## src/ljs_pkg.sv

```systemverilog
// Package for the laser job I/O sequencer: register map, fields, timing.
// Assumes a 40 MHz system clock and a 32-bit APB register bus.
package ljs_pkg;

  // Clock rate and the millisecond tick derived from it
  localparam int unsigned CLK_HZ = 40000000;
  localparam int unsigned TICK_MS = 1;
  localparam int unsigned TICK_CYCLES = CLK_HZ / 1000 * TICK_MS;

  // Register byte offsets
  localparam logic [7:0] CTRL_OFS = 8'h00;
  localparam logic [7:0] POWER_OFS = 8'h04;
  localparam logic [7:0] STATUS_OFS = 8'h08;
  localparam logic [7:0] IRQ_STAT_OFS = 8'h0c;
  localparam logic [7:0] IRQ_MASK_OFS = 8'h10;
  localparam logic [7:0] START_WIDTH_OFS = 8'h14;
  localparam logic [7:0] START_DELAY_OFS = 8'h18;
  localparam logic [7:0] LEAD_OFS = 8'h1c;
  localparam logic [7:0] STOP_WIDTH_OFS = 8'h20;
  localparam logic [7:0] FIN_DELAY_OFS = 8'h24;
  localparam logic [7:0] FIN_WIDTH_OFS = 8'h28;
  localparam logic [7:0] CMD_OFS = 8'h2c;

  // Control register fields
  localparam int CTRL_FW_ALIVE = 0;
  localparam int CTRL_BUF_FULL = 1;
  localparam int CTRL_SW_READY = 2;
  localparam int CTRL_EMIT_REQ = 3;
  localparam int CTRL_PULSE_EN = 4;
  localparam int CTRL_BOARD_FAIL = 5;
  localparam int CTRL_HEAD_FAIL = 6;
  localparam int CTRL_GREEN = 7;

  // Command register fields, write-one pulses
  localparam int CMD_CONFIRM = 0;
  localparam int CMD_REJECT = 1;
  localparam int CMD_DONE = 2;

  // Interrupt status fields
  localparam int IRQ_START_REQ = 0;
  localparam int IRQ_STOPPED = 1;
  localparam int IRQ_FINISHED = 2;
  localparam int IRQ_MARK_BEGIN = 3;
  localparam int IRQ_W = 4;

  // Widths and reset values
  localparam int POWER_W = 12;
  localparam int IVL_W = 16;
  localparam logic [31:0] CTRL_RST = 32'h0000_0000;
  localparam logic [POWER_W-1:0] POWER_RST = 12'h000;
  localparam logic [IVL_W-1:0] IVL_RST = 16'h0001;
  localparam logic [15:0] LFSR_SEED = 16'hace1;

  // Sequencer states, Gray along idle-pending-delay-mark-findelay-fin
  typedef enum logic [2:0] {
    LJS_IDLE = 3'b000,
    LJS_PEND = 3'b001,
    LJS_DELAY = 3'b011,
    LJS_MARK = 3'b010,
    LJS_FDLY = 3'b110,
    LJS_FIN = 3'b111
  } ljs_state_e;

  // APB request carrier
  typedef struct packed {
    logic psel;
    logic penable;
    logic pwrite;
    logic [7:0] paddr;
    logic [31:0] pwdata;
  } ljs_apb_req_s;

  // Laser source drive carrier
  typedef struct packed {
    logic emitGate;
    logic pulseModN;
    logic [POWER_W-1:0] powerLevel;
  } ljs_laser_s;

endpackage

```

## src/ljs_sequencer.sv

```systemverilog
// Laser job I/O sequencer: laser drive, external start/stop, job status
// outputs, LEDs and an APB register file with interrupt.
// Assumes start/stop inputs already synchronous to clk.
//
// How it works
// - Emission gate high active, pulse line low active
// - Twelve-bit power value held for converter
// - Valid start flagged when idle and armed; marking waits software confirm
// - Armed output when buffer full, software ready
// - Active output while command buffer executes
// - Alive output only while firmware reports running
// - All intervals programmed in one-millisecond steps
// - Start valid only after minimum start width
// - Confirmed start waits programmed start delay
// - Active output leads marking by lead interval
// - Stop halts only after minimum stop width
// - Finished output after delay from emission end
// - Finished output lasts programmed width, then drops
// - Red LED steady on board failure
// - Red LED blinks irregularly on head failure
`timescale 1ns/100ps
module ljs_sequencer (
  input wire logic clk,
  input wire logic resetn,
  input wire ljs_pkg::ljs_apb_req_s apbReq,
  output logic pready,
  output logic pslverr,
  output logic [31:0] prdata,
  input wire logic extStart,
  input wire logic extStop,
  output ljs_pkg::ljs_laser_s laser,
  output logic jobArmed,
  output logic markActive,
  output logic jobFinished,
  output logic fwAlive,
  output logic ledRed,
  output logic ledGreen,
  output logic irq
);

  ////////////////////////////////////////////////////////////////////////
  // Registers and state
  logic [31:0] ctrl_ff;
  logic [ljs_pkg::POWER_W-1:0] power_ff;
  logic [ljs_pkg::IRQ_W-1:0] irqStat_ff;
  logic [ljs_pkg::IRQ_W-1:0] irqMask_ff;
  logic [ljs_pkg::IVL_W-1:0] ivl_ff [6];
  logic [15:0] tickCnt_ff;
  logic tick;
  logic [ljs_pkg::IVL_W-1:0] startCnt_ff;
  logic [ljs_pkg::IVL_W-1:0] stopCnt_ff;
  logic [ljs_pkg::IVL_W-1:0] seqCnt_ff;
  logic [ljs_pkg::IVL_W-1:0] leadCnt_ff;
  logic startValid;
  logic stopValid;
  logic startSeen_ff;
  logic stopSeen_ff;
  ljs_pkg::ljs_state_e state_ff;
  ljs_pkg::ljs_state_e nxt_state;
  logic [15:0] lfsr_ff;
  logic [ljs_pkg::IRQ_W-1:0] evt;
  logic wrEn;
  logic cmdConfirm;
  logic cmdReject;
  logic cmdDone;

  // Interval index into ivl_ff
  localparam int I_SW = 0;
  localparam int I_SD = 1;
  localparam int I_LD = 2;
  localparam int I_PW = 3;
  localparam int I_FD = 4;
  localparam int I_FW = 5;

  // Index of interval register for an address, or 7 when none
  function automatic logic [2:0] ivlIdx(input logic [7:0] a);
    case (a)
      ljs_pkg::START_WIDTH_OFS: ivlIdx = 3'd0;
      ljs_pkg::START_DELAY_OFS: ivlIdx = 3'd1;
      ljs_pkg::LEAD_OFS: ivlIdx = 3'd2;
      ljs_pkg::STOP_WIDTH_OFS: ivlIdx = 3'd3;
      ljs_pkg::FIN_DELAY_OFS: ivlIdx = 3'd4;
      ljs_pkg::FIN_WIDTH_OFS: ivlIdx = 3'd5;
      default: ivlIdx = 3'd7;
    endcase
  endfunction

  // Address is one of the mapped registers
  function automatic logic isMapped(input logic [7:0] a);
    isMapped = (a == ljs_pkg::CTRL_OFS) || (a == ljs_pkg::POWER_OFS) ||
      (a == ljs_pkg::STATUS_OFS) || (a == ljs_pkg::IRQ_STAT_OFS) ||
      (a == ljs_pkg::IRQ_MASK_OFS) || (a == ljs_pkg::CMD_OFS) ||
      (ivlIdx(a) != 3'd7);
  endfunction

  ////////////////////////////////////////////////////////////////////////
  // APB slave: zero wait states, error on unmapped address
  assign pready = 1'b1;
  assign pslverr = apbReq.psel && apbReq.penable && !isMapped(apbReq.paddr);
  assign wrEn = apbReq.psel && apbReq.penable && apbReq.pwrite &&
    isMapped(apbReq.paddr);
  assign cmdConfirm = wrEn && apbReq.paddr == ljs_pkg::CMD_OFS &&
    apbReq.pwdata[ljs_pkg::CMD_CONFIRM];
  assign cmdReject = wrEn && apbReq.paddr == ljs_pkg::CMD_OFS &&
    apbReq.pwdata[ljs_pkg::CMD_REJECT];
  assign cmdDone = wrEn && apbReq.paddr == ljs_pkg::CMD_OFS &&
    apbReq.pwdata[ljs_pkg::CMD_DONE];

  // Control, power and interval registers
  always_ff @(posedge clk or negedge resetn) begin
    if (!resetn) begin
      ctrl_ff <= ljs_pkg::CTRL_RST;
      power_ff <= ljs_pkg::POWER_RST;
      irqMask_ff <= '0;
      for (int i = 0; i < 6; i++) begin
        ivl_ff[i] <= ljs_pkg::IVL_RST;
      end
    end else if (wrEn) begin
      case (apbReq.paddr)
        ljs_pkg::CTRL_OFS: ctrl_ff <= {24'h000000, apbReq.pwdata[7:0]};
        ljs_pkg::POWER_OFS: begin
          power_ff <= apbReq.pwdata[ljs_pkg::POWER_W-1:0];
        end
        ljs_pkg::IRQ_MASK_OFS: begin
          irqMask_ff <= apbReq.pwdata[ljs_pkg::IRQ_W-1:0];
        end
        default: begin
          if (ivlIdx(apbReq.paddr) != 3'd7) begin
            ivl_ff[ivlIdx(apbReq.paddr)] <=
              apbReq.pwdata[ljs_pkg::IVL_W-1:0];
          end
        end
      endcase
    end
  end

  // Read data mux, registered on the setup phase
  always_ff @(posedge clk or negedge resetn) begin
    if (!resetn) begin
      prdata <= '0;
    end else if (apbReq.psel && !apbReq.penable && !apbReq.pwrite) begin
      case (apbReq.paddr)
        ljs_pkg::CTRL_OFS: prdata <= ctrl_ff;
        ljs_pkg::POWER_OFS: prdata <= {20'h00000, power_ff};
        ljs_pkg::STATUS_OFS: begin
          prdata <= {25'h0, state_ff, jobFinished, markActive,
            jobArmed, laser.emitGate};
        end
        ljs_pkg::IRQ_STAT_OFS: prdata <= {28'h0000000, irqStat_ff};
        ljs_pkg::IRQ_MASK_OFS: prdata <= {28'h0000000, irqMask_ff};
        default: begin
          if (ivlIdx(apbReq.paddr) != 3'd7) begin
            prdata <= {16'h0000, ivl_ff[ivlIdx(apbReq.paddr)]};
          end else begin
            prdata <= '0;
          end
        end
      endcase
    end
  end

  ////////////////////////////////////////////////////////////////////////
  // Millisecond tick; intervals count in ticks
  always_ff @(posedge clk or negedge resetn) begin
    if (!resetn) begin
      tickCnt_ff <= '0;
    end else if (tick) begin
      tickCnt_ff <= '0;
    end else begin
      tickCnt_ff <= tickCnt_ff + 16'h0001;
    end
  end
  assign tick = tickCnt_ff == 16'(ljs_pkg::TICK_CYCLES - 1);

  // Width filters on start and stop, each independent
  always_ff @(posedge clk or negedge resetn) begin
    if (!resetn) begin
      startCnt_ff <= '0;
      stopCnt_ff <= '0;
    end else begin
      if (!extStart) begin
        startCnt_ff <= '0;
      end else if (tick && !startValid) begin
        startCnt_ff <= startCnt_ff + 16'h0001;
      end
      if (!extStop) begin
        stopCnt_ff <= '0;
      end else if (tick && !stopValid) begin
        stopCnt_ff <= stopCnt_ff + 16'h0001;
      end
    end
  end
  assign startValid = extStart && startCnt_ff >= ivl_ff[I_SW];
  assign stopValid = extStop && stopCnt_ff >= ivl_ff[I_PW];

  // One acceptance per held assertion
  always_ff @(posedge clk or negedge resetn) begin
    if (!resetn) begin
      startSeen_ff <= 1'b0;
      stopSeen_ff <= 1'b0;
    end else begin
      startSeen_ff <= startValid;
      stopSeen_ff <= stopValid;
    end
  end

  ////////////////////////////////////////////////////////////////////////
  // Job sequencer
  always_comb begin
    nxt_state = state_ff;
    case (state_ff)
      ljs_pkg::LJS_IDLE: begin
        if (startValid && !startSeen_ff && jobArmed) begin
          nxt_state = ljs_pkg::LJS_PEND;
        end
      end
      ljs_pkg::LJS_PEND: begin
        if (cmdReject) begin
          nxt_state = ljs_pkg::LJS_IDLE;
        end else if (cmdConfirm) begin
          nxt_state = ljs_pkg::LJS_DELAY;
        end
      end
      ljs_pkg::LJS_DELAY: begin
        if (stopValid) begin
          nxt_state = ljs_pkg::LJS_FDLY;
        end else if (tick && seqCnt_ff >= ivl_ff[I_SD]) begin
          nxt_state = ljs_pkg::LJS_MARK;
        end
      end
      ljs_pkg::LJS_MARK: begin
        if (stopValid || cmdDone) begin
          nxt_state = ljs_pkg::LJS_FDLY;
        end
      end
      ljs_pkg::LJS_FDLY: begin
        if (tick && seqCnt_ff >= ivl_ff[I_FD]) begin
          nxt_state = ljs_pkg::LJS_FIN;
        end
      end
      ljs_pkg::LJS_FIN: begin
        if (tick && seqCnt_ff >= ivl_ff[I_FW]) begin
          nxt_state = ljs_pkg::LJS_IDLE;
        end
      end
      default: nxt_state = ljs_pkg::LJS_IDLE;
    endcase
  end

  // State and interval counter, counter restarts on every state change
  always_ff @(posedge clk or negedge resetn) begin
    if (!resetn) begin
      state_ff <= ljs_pkg::LJS_IDLE;
      seqCnt_ff <= '0;
    end else begin
      state_ff <= nxt_state;
      if (nxt_state != state_ff) begin
        seqCnt_ff <= '0;
      end else if (tick) begin
        seqCnt_ff <= seqCnt_ff + 16'h0001;
      end
    end
  end

  // Lead counter: active rises this many ms before marking starts
  always_ff @(posedge clk or negedge resetn) begin
    if (!resetn) begin
      leadCnt_ff <= '0;
    end else if (state_ff != ljs_pkg::LJS_DELAY) begin
      leadCnt_ff <= '0;
    end else if (tick) begin
      leadCnt_ff <= seqCnt_ff + 16'h0001;
    end
  end

  ////////////////////////////////////////////////////////////////////////
  // Status and laser outputs, registered
  always_ff @(posedge clk or negedge resetn) begin
    if (!resetn) begin
      jobArmed <= 1'b0;
      markActive <= 1'b0;
      jobFinished <= 1'b0;
      fwAlive <= 1'b0;
      laser <= '{emitGate: 1'b0, pulseModN: 1'b1, powerLevel: '0};
    end else begin
      jobArmed <= ctrl_ff[ljs_pkg::CTRL_BUF_FULL] &&
        ctrl_ff[ljs_pkg::CTRL_SW_READY];
      markActive <= (state_ff == ljs_pkg::LJS_MARK) ||
        (state_ff == ljs_pkg::LJS_DELAY &&
         leadCnt_ff + ivl_ff[I_LD] >= ivl_ff[I_SD]);
      jobFinished <= state_ff == ljs_pkg::LJS_FIN;
      fwAlive <= ctrl_ff[ljs_pkg::CTRL_FW_ALIVE];
      laser.emitGate <= state_ff == ljs_pkg::LJS_MARK &&
        ctrl_ff[ljs_pkg::CTRL_EMIT_REQ];
      laser.pulseModN <= !(state_ff == ljs_pkg::LJS_MARK &&
        ctrl_ff[ljs_pkg::CTRL_PULSE_EN]);
      laser.powerLevel <= power_ff;
    end
  end

  ////////////////////////////////////////////////////////////////////////
  // LEDs: steady red on board fault, pseudo-random blink on head fault
  always_ff @(posedge clk or negedge resetn) begin
    if (!resetn) begin
      lfsr_ff <= ljs_pkg::LFSR_SEED;
      ledRed <= 1'b0;
      ledGreen <= 1'b0;
    end else begin
      if (tick) begin
        lfsr_ff <= {lfsr_ff[14:0],
          lfsr_ff[15] ^ lfsr_ff[13] ^ lfsr_ff[12] ^ lfsr_ff[10]};
      end
      ledRed <= ctrl_ff[ljs_pkg::CTRL_BOARD_FAIL] ||
        (ctrl_ff[ljs_pkg::CTRL_HEAD_FAIL] && lfsr_ff[0]);
      ledGreen <= ctrl_ff[ljs_pkg::CTRL_GREEN];
    end
  end

  ////////////////////////////////////////////////////////////////////////
  // Interrupt status: set wins over write-one clear
  assign evt[ljs_pkg::IRQ_START_REQ] = state_ff == ljs_pkg::LJS_IDLE &&
    nxt_state == ljs_pkg::LJS_PEND;
  assign evt[ljs_pkg::IRQ_STOPPED] = stopValid && !stopSeen_ff;
  assign evt[ljs_pkg::IRQ_FINISHED] = state_ff == ljs_pkg::LJS_FDLY &&
    nxt_state == ljs_pkg::LJS_FIN;
  assign evt[ljs_pkg::IRQ_MARK_BEGIN] = state_ff == ljs_pkg::LJS_DELAY &&
    nxt_state == ljs_pkg::LJS_MARK;

  always_ff @(posedge clk or negedge resetn) begin
    if (!resetn) begin
      irqStat_ff <= '0;
    end else begin
      irqStat_ff <= (irqStat_ff & ~((wrEn &&
        apbReq.paddr == ljs_pkg::IRQ_STAT_OFS) ?
        apbReq.pwdata[ljs_pkg::IRQ_W-1:0] : '0)) | evt;
    end
  end
  assign irq = |(irqStat_ff & irqMask_ff);
endmodule

```

## config.mk

```make
export PLATFORM = sky130hd
export DESIGN_NAME = ljs_sequencer
export DESIGN_NICKNAME = d
export VERILOG_FILES = /design/src/ljs_pkg.sv /design/src/ljs_sequencer.sv
export SDC_FILE = /design/constraint.sdc
export NUM_CORES = 1
export LEC_CHECK = 0
export BUFFER_PORTS_ARGS = -buffer_cell sky130_fd_sc_hd__buf_4
export CAP_MARGIN = 20
export CORE_ASPECT_RATIO = 0.75
export CORE_MARGIN = 2
export CORE_UTILIZATION = 66
export CTS_CLUSTER_DIAMETER = 120
export DETAILED_ROUTE_END_ITERATION = 8
export MAX_ROUTING_LAYER = met4
export PLACE_DENSITY_LB_ADDON = 0.12
export RECOVER_POWER = 50
export SLEW_MARGIN = 10
export SYNTH_ARGS = -nofsm -noshare
export SYNTH_HDL_FRONTEND = slang
export SYNTH_SLANG_ARGS = --single-unit
export TNS_END_PERCENT = 50
```

## constraint.sdc

```tcl
create_clock -name clk -period 4.5 [get_ports clk]
set_input_delay 0.45 -clock clk [delete_from_list [all_inputs] [get_ports clk]]
set_output_delay 0.45 -clock clk [all_outputs]
set_load 0.02 [all_outputs]
```

==> results of run 1 <==
[metrics by stage]
step | util [%] | hold slack (ps)
finish | 73.3 | 194
detailed placement | 69.6 | 392
global placement | 69.6 | 379
CTS | 73.3 | 10.6
floorplan | - | 154
global route | 73.3 | 207
[worst register-to-register path: stages, from the launching register on]
cell      delay (ps)
dfrtp_1          490
ha_1             340
a21oi_1          130
o21ai_0          140
a221oi_1         550
o211ai_1         310
o31a_1           490
a21oi_1          730
nor2b_1          220
mux2_2           160
[synthesized netlist by cell type, types with 14 or more instances]
| master | number | area (sq um) |
|---|---|---|
| nor2_1 | 84 | 315 |
| nand3_1 | 36 | 180 |
| dfstp_2 | 15 | 394 |
| a31oi_1 | 14 | 87.6 |
| a21oi_1 | 86 | 430 |
| ha_1 | 115 | 1440 |
| o21ai_0 | 70 | 350 |
| buf_4 | 22 | 165 |
| and2_1 | 18 | 113 |
| xnor2_1 | 47 | 412 |
| a211oi_1 | 37 | 278 |
| mux2_2 | 109 | 1230 |
| xor2_1 | 31 | 272 |
| inv_1 | 94 | 353 |
| clkbuf_1 | 35 | 131 |
| nor3_1 | 18 | 90.1 |
| o221ai_1 | 16 | 140 |
| dfrtp_1 | 246 | 6160 |
| and3_1 | 18 | 113 |
| a21o_1 | 21 | 158 |
| nand2_1 | 193 | 724 |
| o21ai_1 | 14 | 70.1 |
| nor2b_1 | 16 | 100 |
[registers in the layout (all words and copies together) (netlist names)]
signal        count
startCnt_ff      16
stopCnt_ff       16
stopSeen_ff       1
jobArmed          1
fwAlive           1
irqMask_ff        4
tickCnt_ff       16
lfsr_ff          16
jobFinished       1
leadCnt_ff       16
state_ff          3
ctrl_ff           8
startSeen_ff      1
power_ff         12
markActive        1
laser            14
prdata           16
ivl_ff           96
irqStat_ff        4
seqCnt_ff        16
ledGreen          1
ledRed            1
[cell type report]
class                      instances  share of cell area (%)
sequential                       261                    39.2
tap                              300                    2.24
multi-input combinational       1125                    47.6
timing repair buffer              85                    3.73
inverter                          96                    2.15
clock buffer                      34                    4.50
clock inverter                    11                   0.651
[where the power goes]
part | internal, uW | switching (uW) | leakage, uW
sequential | 2380 | 29.0 | 0.00344
clock | 1280 | 948 | 0.000435
combinational | 93.7 | 200 | 0.00399
[path summary, 6_finish.rpt]
kind                            slack, ps                      from                         end  cells after the start
worst min register to register        400   power_ff[5]$_DFFE_PN0P_          laser[5]$_DFF_PN0_                      0
worst max register to register        880  seqCnt_ff[2]$_DFFE_PN0P_   seqCnt_ff[12]$_DFFE_PN0P_                      9
min in group asynchronous             810                    resetn  stopCnt_ff[11]$_DFFE_PN0P_                      1
max in group asynchronous            1300                    resetn      ctrl_ff[0]$_DFFE_PN0P_                      2
worst max-delay path                  880  seqCnt_ff[2]$_DFFE_PN0P_   seqCnt_ff[12]$_DFFE_PN0P_                      9
worst min-delay path                  190                apbReq[14]      ivl_ff[46]$_DFFE_PN0P_                      3
[per-layer routing]
metal  track usage, %  wire (microns)
met2             50.1           17300
met5                -               0
met4             8.42            1250
met3             4.60            3700
met1             52.6           18300
[kinds of logic (layout without fill, tap and decap cells)]
group | count (synthesis) | in the layout | share of synthesized area, %
compound gates | 336 | 336 | 14.2
flops | 261 | 261 | 43.1
other cells | 2 | 17 | 0.0494
fa+ha+maj | 116 | 116 | 9.60
xor+xnor | 78 | 78 | 4.50
simple gates | 453 | 453 | 14.4
buf+inv | 170 | 226 | 4.95
mux | 125 | 125 | 9.22
==> run_results.csv, run 1 <==
group,metric,value,unit
clocking,cts_hold_buf,0,
drt,dr.pass1.iters,7,
floorplanning,die_w,179,microns
critical_path,cp.arrival,4100,ps
floorplanning,core_area,22800,sq um
run,maxCapViolCount,1,
floorplanning,rows,48,
floorplanning,initial_core_util,66.6,%
critical_path,path_cells,"ha_1 -> a21oi_1 -> o21ai_0 -> a221oi_1 -> o211ai_1 -> o31a_1 -> a21oi_1 -> nor2b_1 -> mux2_2",
finish,final_cell_area,16700,sq um
global_route,grt_remaining_overflow,0,
clocking,clk_latency,540,ps
run_status,violations,"capacitance limit, slew limit",
finish,seq_area,6550,sq um
logic_synthesis,yosys_warnings,0,
sta,final_hold_viol_count,0,
finish,final_cell_count_no_fill,1912,
placed_design,dpl.hpwl,29.4,mm
power_and_ir_drop,power.total,4940,uW
sta,fin_tns_setup,0,ps
drt,wire_per_inst,21.2,microns
sta,rsz0062_at_grt,"no",
logic_synthesis,synthDistinctLibCells,79,
logic_synthesis,ys.flop_type,"dfrtp_1",
drt,vias_per_cell,6.37,
finish,final_common_cell,"dfrtp_1",
clocking,htreeDepth,1,
finish,nNetsFinal,1758,
clocking,cts_tree,"done",
sta,setup_violations,0,
drt,drc,0,
logic_synthesis,ys_ff_latch,261,
clocking,clock-sinks,261,
sta,fin_ws,876,ps
global_route,track_usage,34.8,%
critical_path,max_stage_delay,730,ps
drt,postRouteAntennaNets,0,
critical_path,critPathKind,"reg -> reg",
worst_hold_path,hp-class,"in -> reg",
finish,multiInputGateArea,7950,sq um
critical_path,required,4980,ps
run_status,status,"complete, but fails checks",
clocking,cts-buffers-inserted,26,
clocking,clk_pin_slew_worst_paths,60,ps
sta,period_needed,3620,ps
floorplanning,die_area,24300,sq um
drt,drt_iter0_markers,1193,
sta,report.final.slew_viol_count,118,
critical_path,critPathMaxFanout,10,
critical_path,cp_top_family,"compound AO/OA/AOI/OAI gates",
global_route,grt_max_degree,118,
floorplanning,die_y,135,microns
critical_path,cp-end-kind,"register",
power_and_ir_drop,vdd_drop_max,0.258,mV
power_and_ir_drop,p_leak,0.00786,uW
drt,drt_wl_total,40.6,mm
critical_path,crit_buf_inv,0,
finish,drive_above_1_share,17.2,%
logic_synthesis,synth_cells,1541,
sta,tightestPinTransition,3000,ps
finish,mostFrequentLayoutCells,"246 x dfrtp_1, 193 x nand2_1, 115 x ha_1",
clocking,clock_path_buffers,3,
critical_path,critPathSlowestCell,"a21oi_1",
clocking,postCtsSetupBuffers,0,
clocking,post_cts_resized,0,
placed_design,dp_slack,843,ps
logic_synthesis,async_reset_ff_share,100,%
floorplanning,ios,102,
finish,syn2layout_area_growth,10.1,%
sta,fmax,276,MHz
critical_path,crit_path_frequent_cell,"a21oi_1",
global_route,grt_pass1_vias,11500,
power_and_ir_drop,power.density,295,nW/um^2
clocking,cts-root-buf,"clkbuf_16",
placed_design,gp_congestion,0.967,
sta,clock_skew,12.1,ps
finish,fillCellCount,1682,
global_route,antenna_found_initial,0,
critical_path,setup.worst_path.start_class,"register",
sta,fin_crit_sh,80.5,%
drt,route.vias.total,12200,
finish,diodes,0,
logic_synthesis,syn_area,15200,sq um
placed_design,dpl_cell_area,15900,sq um
logic_synthesis,syn-mean-instance-area,9.86,sq um
global_route,grt_first_pass_wirelength,63.3,mm
logic_synthesis,synth-seq-area-share,43.1,%
logic_synthesis,synth-edff-count,0,
sta,relSlewSlack,-100,%
placed_design,place_inst,1866,
placed_design,numPortBuffers,68,
Note: power is estimated with default switching activity, not from simulation.
==> run 2, diff against run 1 <==
--- a/config.mk
+++ b/config.mk
@@ -9,7 +9,7 @@
 export CAP_MARGIN = 20
 export CORE_ASPECT_RATIO = 0.75
 export CORE_MARGIN = 2
-export CORE_UTILIZATION = 66
+export CORE_UTILIZATION = 56
 export CTS_CLUSTER_DIAMETER = 120
 export DETAILED_ROUTE_END_ITERATION = 8
 export MAX_ROUTING_LAYER = met4
==> constraint.sdc (replaced) <==
create_clock -name clk -period 3.3 [get_ports clk]
set_input_delay 0.33 -clock clk [delete_from_list [all_inputs] [get_ports clk]]
set_output_delay 0.33 -clock clk [all_outputs]
set_load 0.02 [all_outputs]
==> run_results.csv, run 2 (synthesis gave the netlist of run 1 again) <==
group,metric,value,unit
run_status,status,"completed",
global_route,grt_pass1_vias,11300,
clocking,htreeDepth,1,
power_and_ir_drop,vdd_drop_max,0.446,mV
critical_path,path_cells,"ha_2 -> fa_2 -> a21o_1 -> a21oi_2 -> o21a_1 -> o31a_1 -> nor2b_1 -> xnor2_1 -> ha_1 -> a21o_1 -> a21o_1 -> a21oi_1 -> nor2_1 -> a21oi_1 -> a31oi_1",
sta,tightestPinTransition,1470,ps
critical_path,r2r_slack,70,ps
finish,regMostFlops,"ivl_ff",
drt,wire_per_inst,20.6,microns
finish,nNetsFinal,1795,
power_and_ir_drop,seqPwrFrac,47.1,%
global_route,grt_first_pass_wirelength,64.8,mm
critical_path,required,3720,ps
clocking,cts-root-buf,"clkbuf_16",
sta,final_hold_viol_count,0,
finish,syn2layout_area_growth,13.2,%
global_route,grt_max_degree,79,
worst_hold_path,hp-start,"apbReq[15]",
sta,report.final.slew_viol_count,0,
power_and_ir_drop,switching_share,23.9,%
sta,fmax,309,MHz
finish,fillCellCount,2221,
clocking,clock_path_buffers,3,
critical_path,critPathMaxFanout,2,
sta,clock_skew,17.7,ps
power_and_ir_drop,p_sw,1670,uW
floorplanning,die_w,194,microns
power_and_ir_drop,power.total,6980,uW
finish,mostFrequentLayoutCells,"246 x dfrtp_1, 193 x nand2_1, 115 x buf_4",
critical_path,cp-end-kind,"register",
power_and_ir_drop,power.density,406,nW/um^2
placed_design,gp_congestion,0.936,
clocking,clock-sinks,261,
critical_path,critPathKind,"reg -> reg",
critical_path,setup.worst_path.start_class,"register",
clocking,cts-buffers-inserted,27,
sta,setup_violations,0,
placed_design,place_inst,1952,
clocking,clk_latency,560,ps
placed_design,numPortBuffers,68,
power_and_ir_drop,clkPwrFrac,47.1,%
floorplanning,die_y,147,microns
drt,drt_iter0_markers,1113,
finish,final_cell_count_no_fill,2005,
worst_hold_path,hp-class,"in -> reg",
global_route,antenna_found_initial,2,
drt,drt_wl_total,41.4,mm
sta,period_needed,3230,ps
clocking,clk_pin_slew_worst_paths,60,ps
drt,dr.pass1.iters,5,
power_and_ir_drop,internal_power,5310,uW
critical_path,critPathLaunch,"leadCnt_ff[0]$_DFFE_PN0P_",
floorplanning,ios,102,
floorplanning,rows,52,
floorplanning,initial_core_util,56.7,%
drt,route.vias.total,12000,
critical_path,critPathSlowestCell,"dfrtp_1",
clocking,cts_tree,"done",
run,maxCapViolCount,0,
floorplanning,core_area,26800,sq um
finish,drive_above_1_share,19.8,%
global_route,grt_remaining_overflow,0,
drt,drc,0,
global_route,track_usage,29.9,%
critical_path,max_stage_delay,400,ps
power_and_ir_drop,pwr-share-comb,5.8,%
critical_path,r2r_start,"leadCnt_ff[0]$_DFFE_PN0P_",
sta,fin_crit_sh,97.9,%
power_and_ir_drop,p_leak,0.00809,uW
finish,largest_reg_flops,96,
floorplanning,die_area,28500,sq um
critical_path,cp.arrival,3650,ps
drt,postRouteAntennaNets,0,
sta,rsz0062_at_grt,"yes",
sta,relSlewSlack,1.79,%
finish,fin_util,64.1,%
finish,final_common_cell,"dfrtp_1",
placed_design,dpl.hpwl,30.6,mm
critical_path,crit_path_frequent_cell,"a21o_1",
drt,vias_per_cell,5.97,
run 2: changes by cell type in the layout (fill, tap and decap cells not counted), moves of 2 or more:
cell	previous run	this run
buf_4	79	115
bufinv_16	2	4
a21oi_1	86	82
a21oi_2	2	6
inv_6	0	2
clkbuf_2	5	3
clkbuf_4	0	2
diode_2	0	2
run 2: area by class of cell:
type,count,area [sq um],share of cell area (%)
multi-input combinational,1125,8000,46.5
sequential,261,6550,38.1
timing repair buffer,121,903,5.25
clock buffer,34,752,4.37
tap,351,439,2.55
inverter,96,360,2.10
clock inverter,15,185,1.08
antenna,2,5.00,0.0291
run 2: metal layers:
layer / up-vias / track usage [%] / part of all wire [%]
met2: 440 / 41.7 / 42
met1: 5862 / 44.9 / 48
met4: 0 / 7.20 / 2.3
met5: - / - / 0
li1: 5602 / - / -
met3: 60 / 5.61 / 7.9
run 2: final timing paths:
check                                       endpoint  cells after the start
setup / recovery                markActive$_DFF_PN0_                     15
hold / removal                ivl_ff[47]$_DFFE_PN0P_                      3
setup reg to reg                markActive$_DFF_PN0_                     15
hold reg to reg                    fwAlive$_DFF_PN0_                      0
max in group asynchronous  irqMask_ff[1]$_DFFE_PN0P_                      3
min in group asynchronous     ivl_ff[44]$_DFFE_PN0P_                      2
run 2: power by group through the flow:
| stage | Combinational [uW] | Clock [uW] | Sequential, uW |
|---|---|---|---|
| after global placement | 401 | 0 | 3350 |
| after CTS | 412 | 3320 | 3290 |
| after detailed placement | 409 | 0 | 3350 |
| after global routing | 442 | 3440 | 3290 |
| after floorplan | 159 | 0 | 3370 |
| final | 403 | 3280 | 3290 |
run 2: worst max-delay path: cells and delay by family (launching register included):
family / cells / cell delay [ps]
compound gates: 9 / 1500
fa+ha+maj: 3 / 820
flops: 1 / 400
simple gates: 2 / 250
xor+xnor: 1 / 140
run 2: timing repair:
| action | CTS | global route |
|---|---|---|
| gates resized for setup | 2 | 8 |
| endpoints found under the hold margin | 54 | 0 |
| pin swaps | 0 | 6 |
| cloned | 0 | 0 |
| hold buffers | 1 | 0 |
| setup endpoints to repair | 1 | 1 |
| buffers inserted | 0 | 1 |
run 2: through the flow:
| stage | setup slack (ps) | TNS, ps | hold WS [ps] | cell area (sq um) |
|---|---|---|---|---|
| floorplan | 321 | 0 | 34.4 | 15200 |
| global placement | 47.7 | 0 | 294 | 16200 |
| detailed placement | -1.40 | -1.40 | 299 | 16200 |
| CTS | 35.7 | 0 | 28.7 | 17200 |
| global route | -47.8 | -47.8 | 57.8 | 17200 |
| finish | 68.9 | 0 | 45.2 | 17200 |
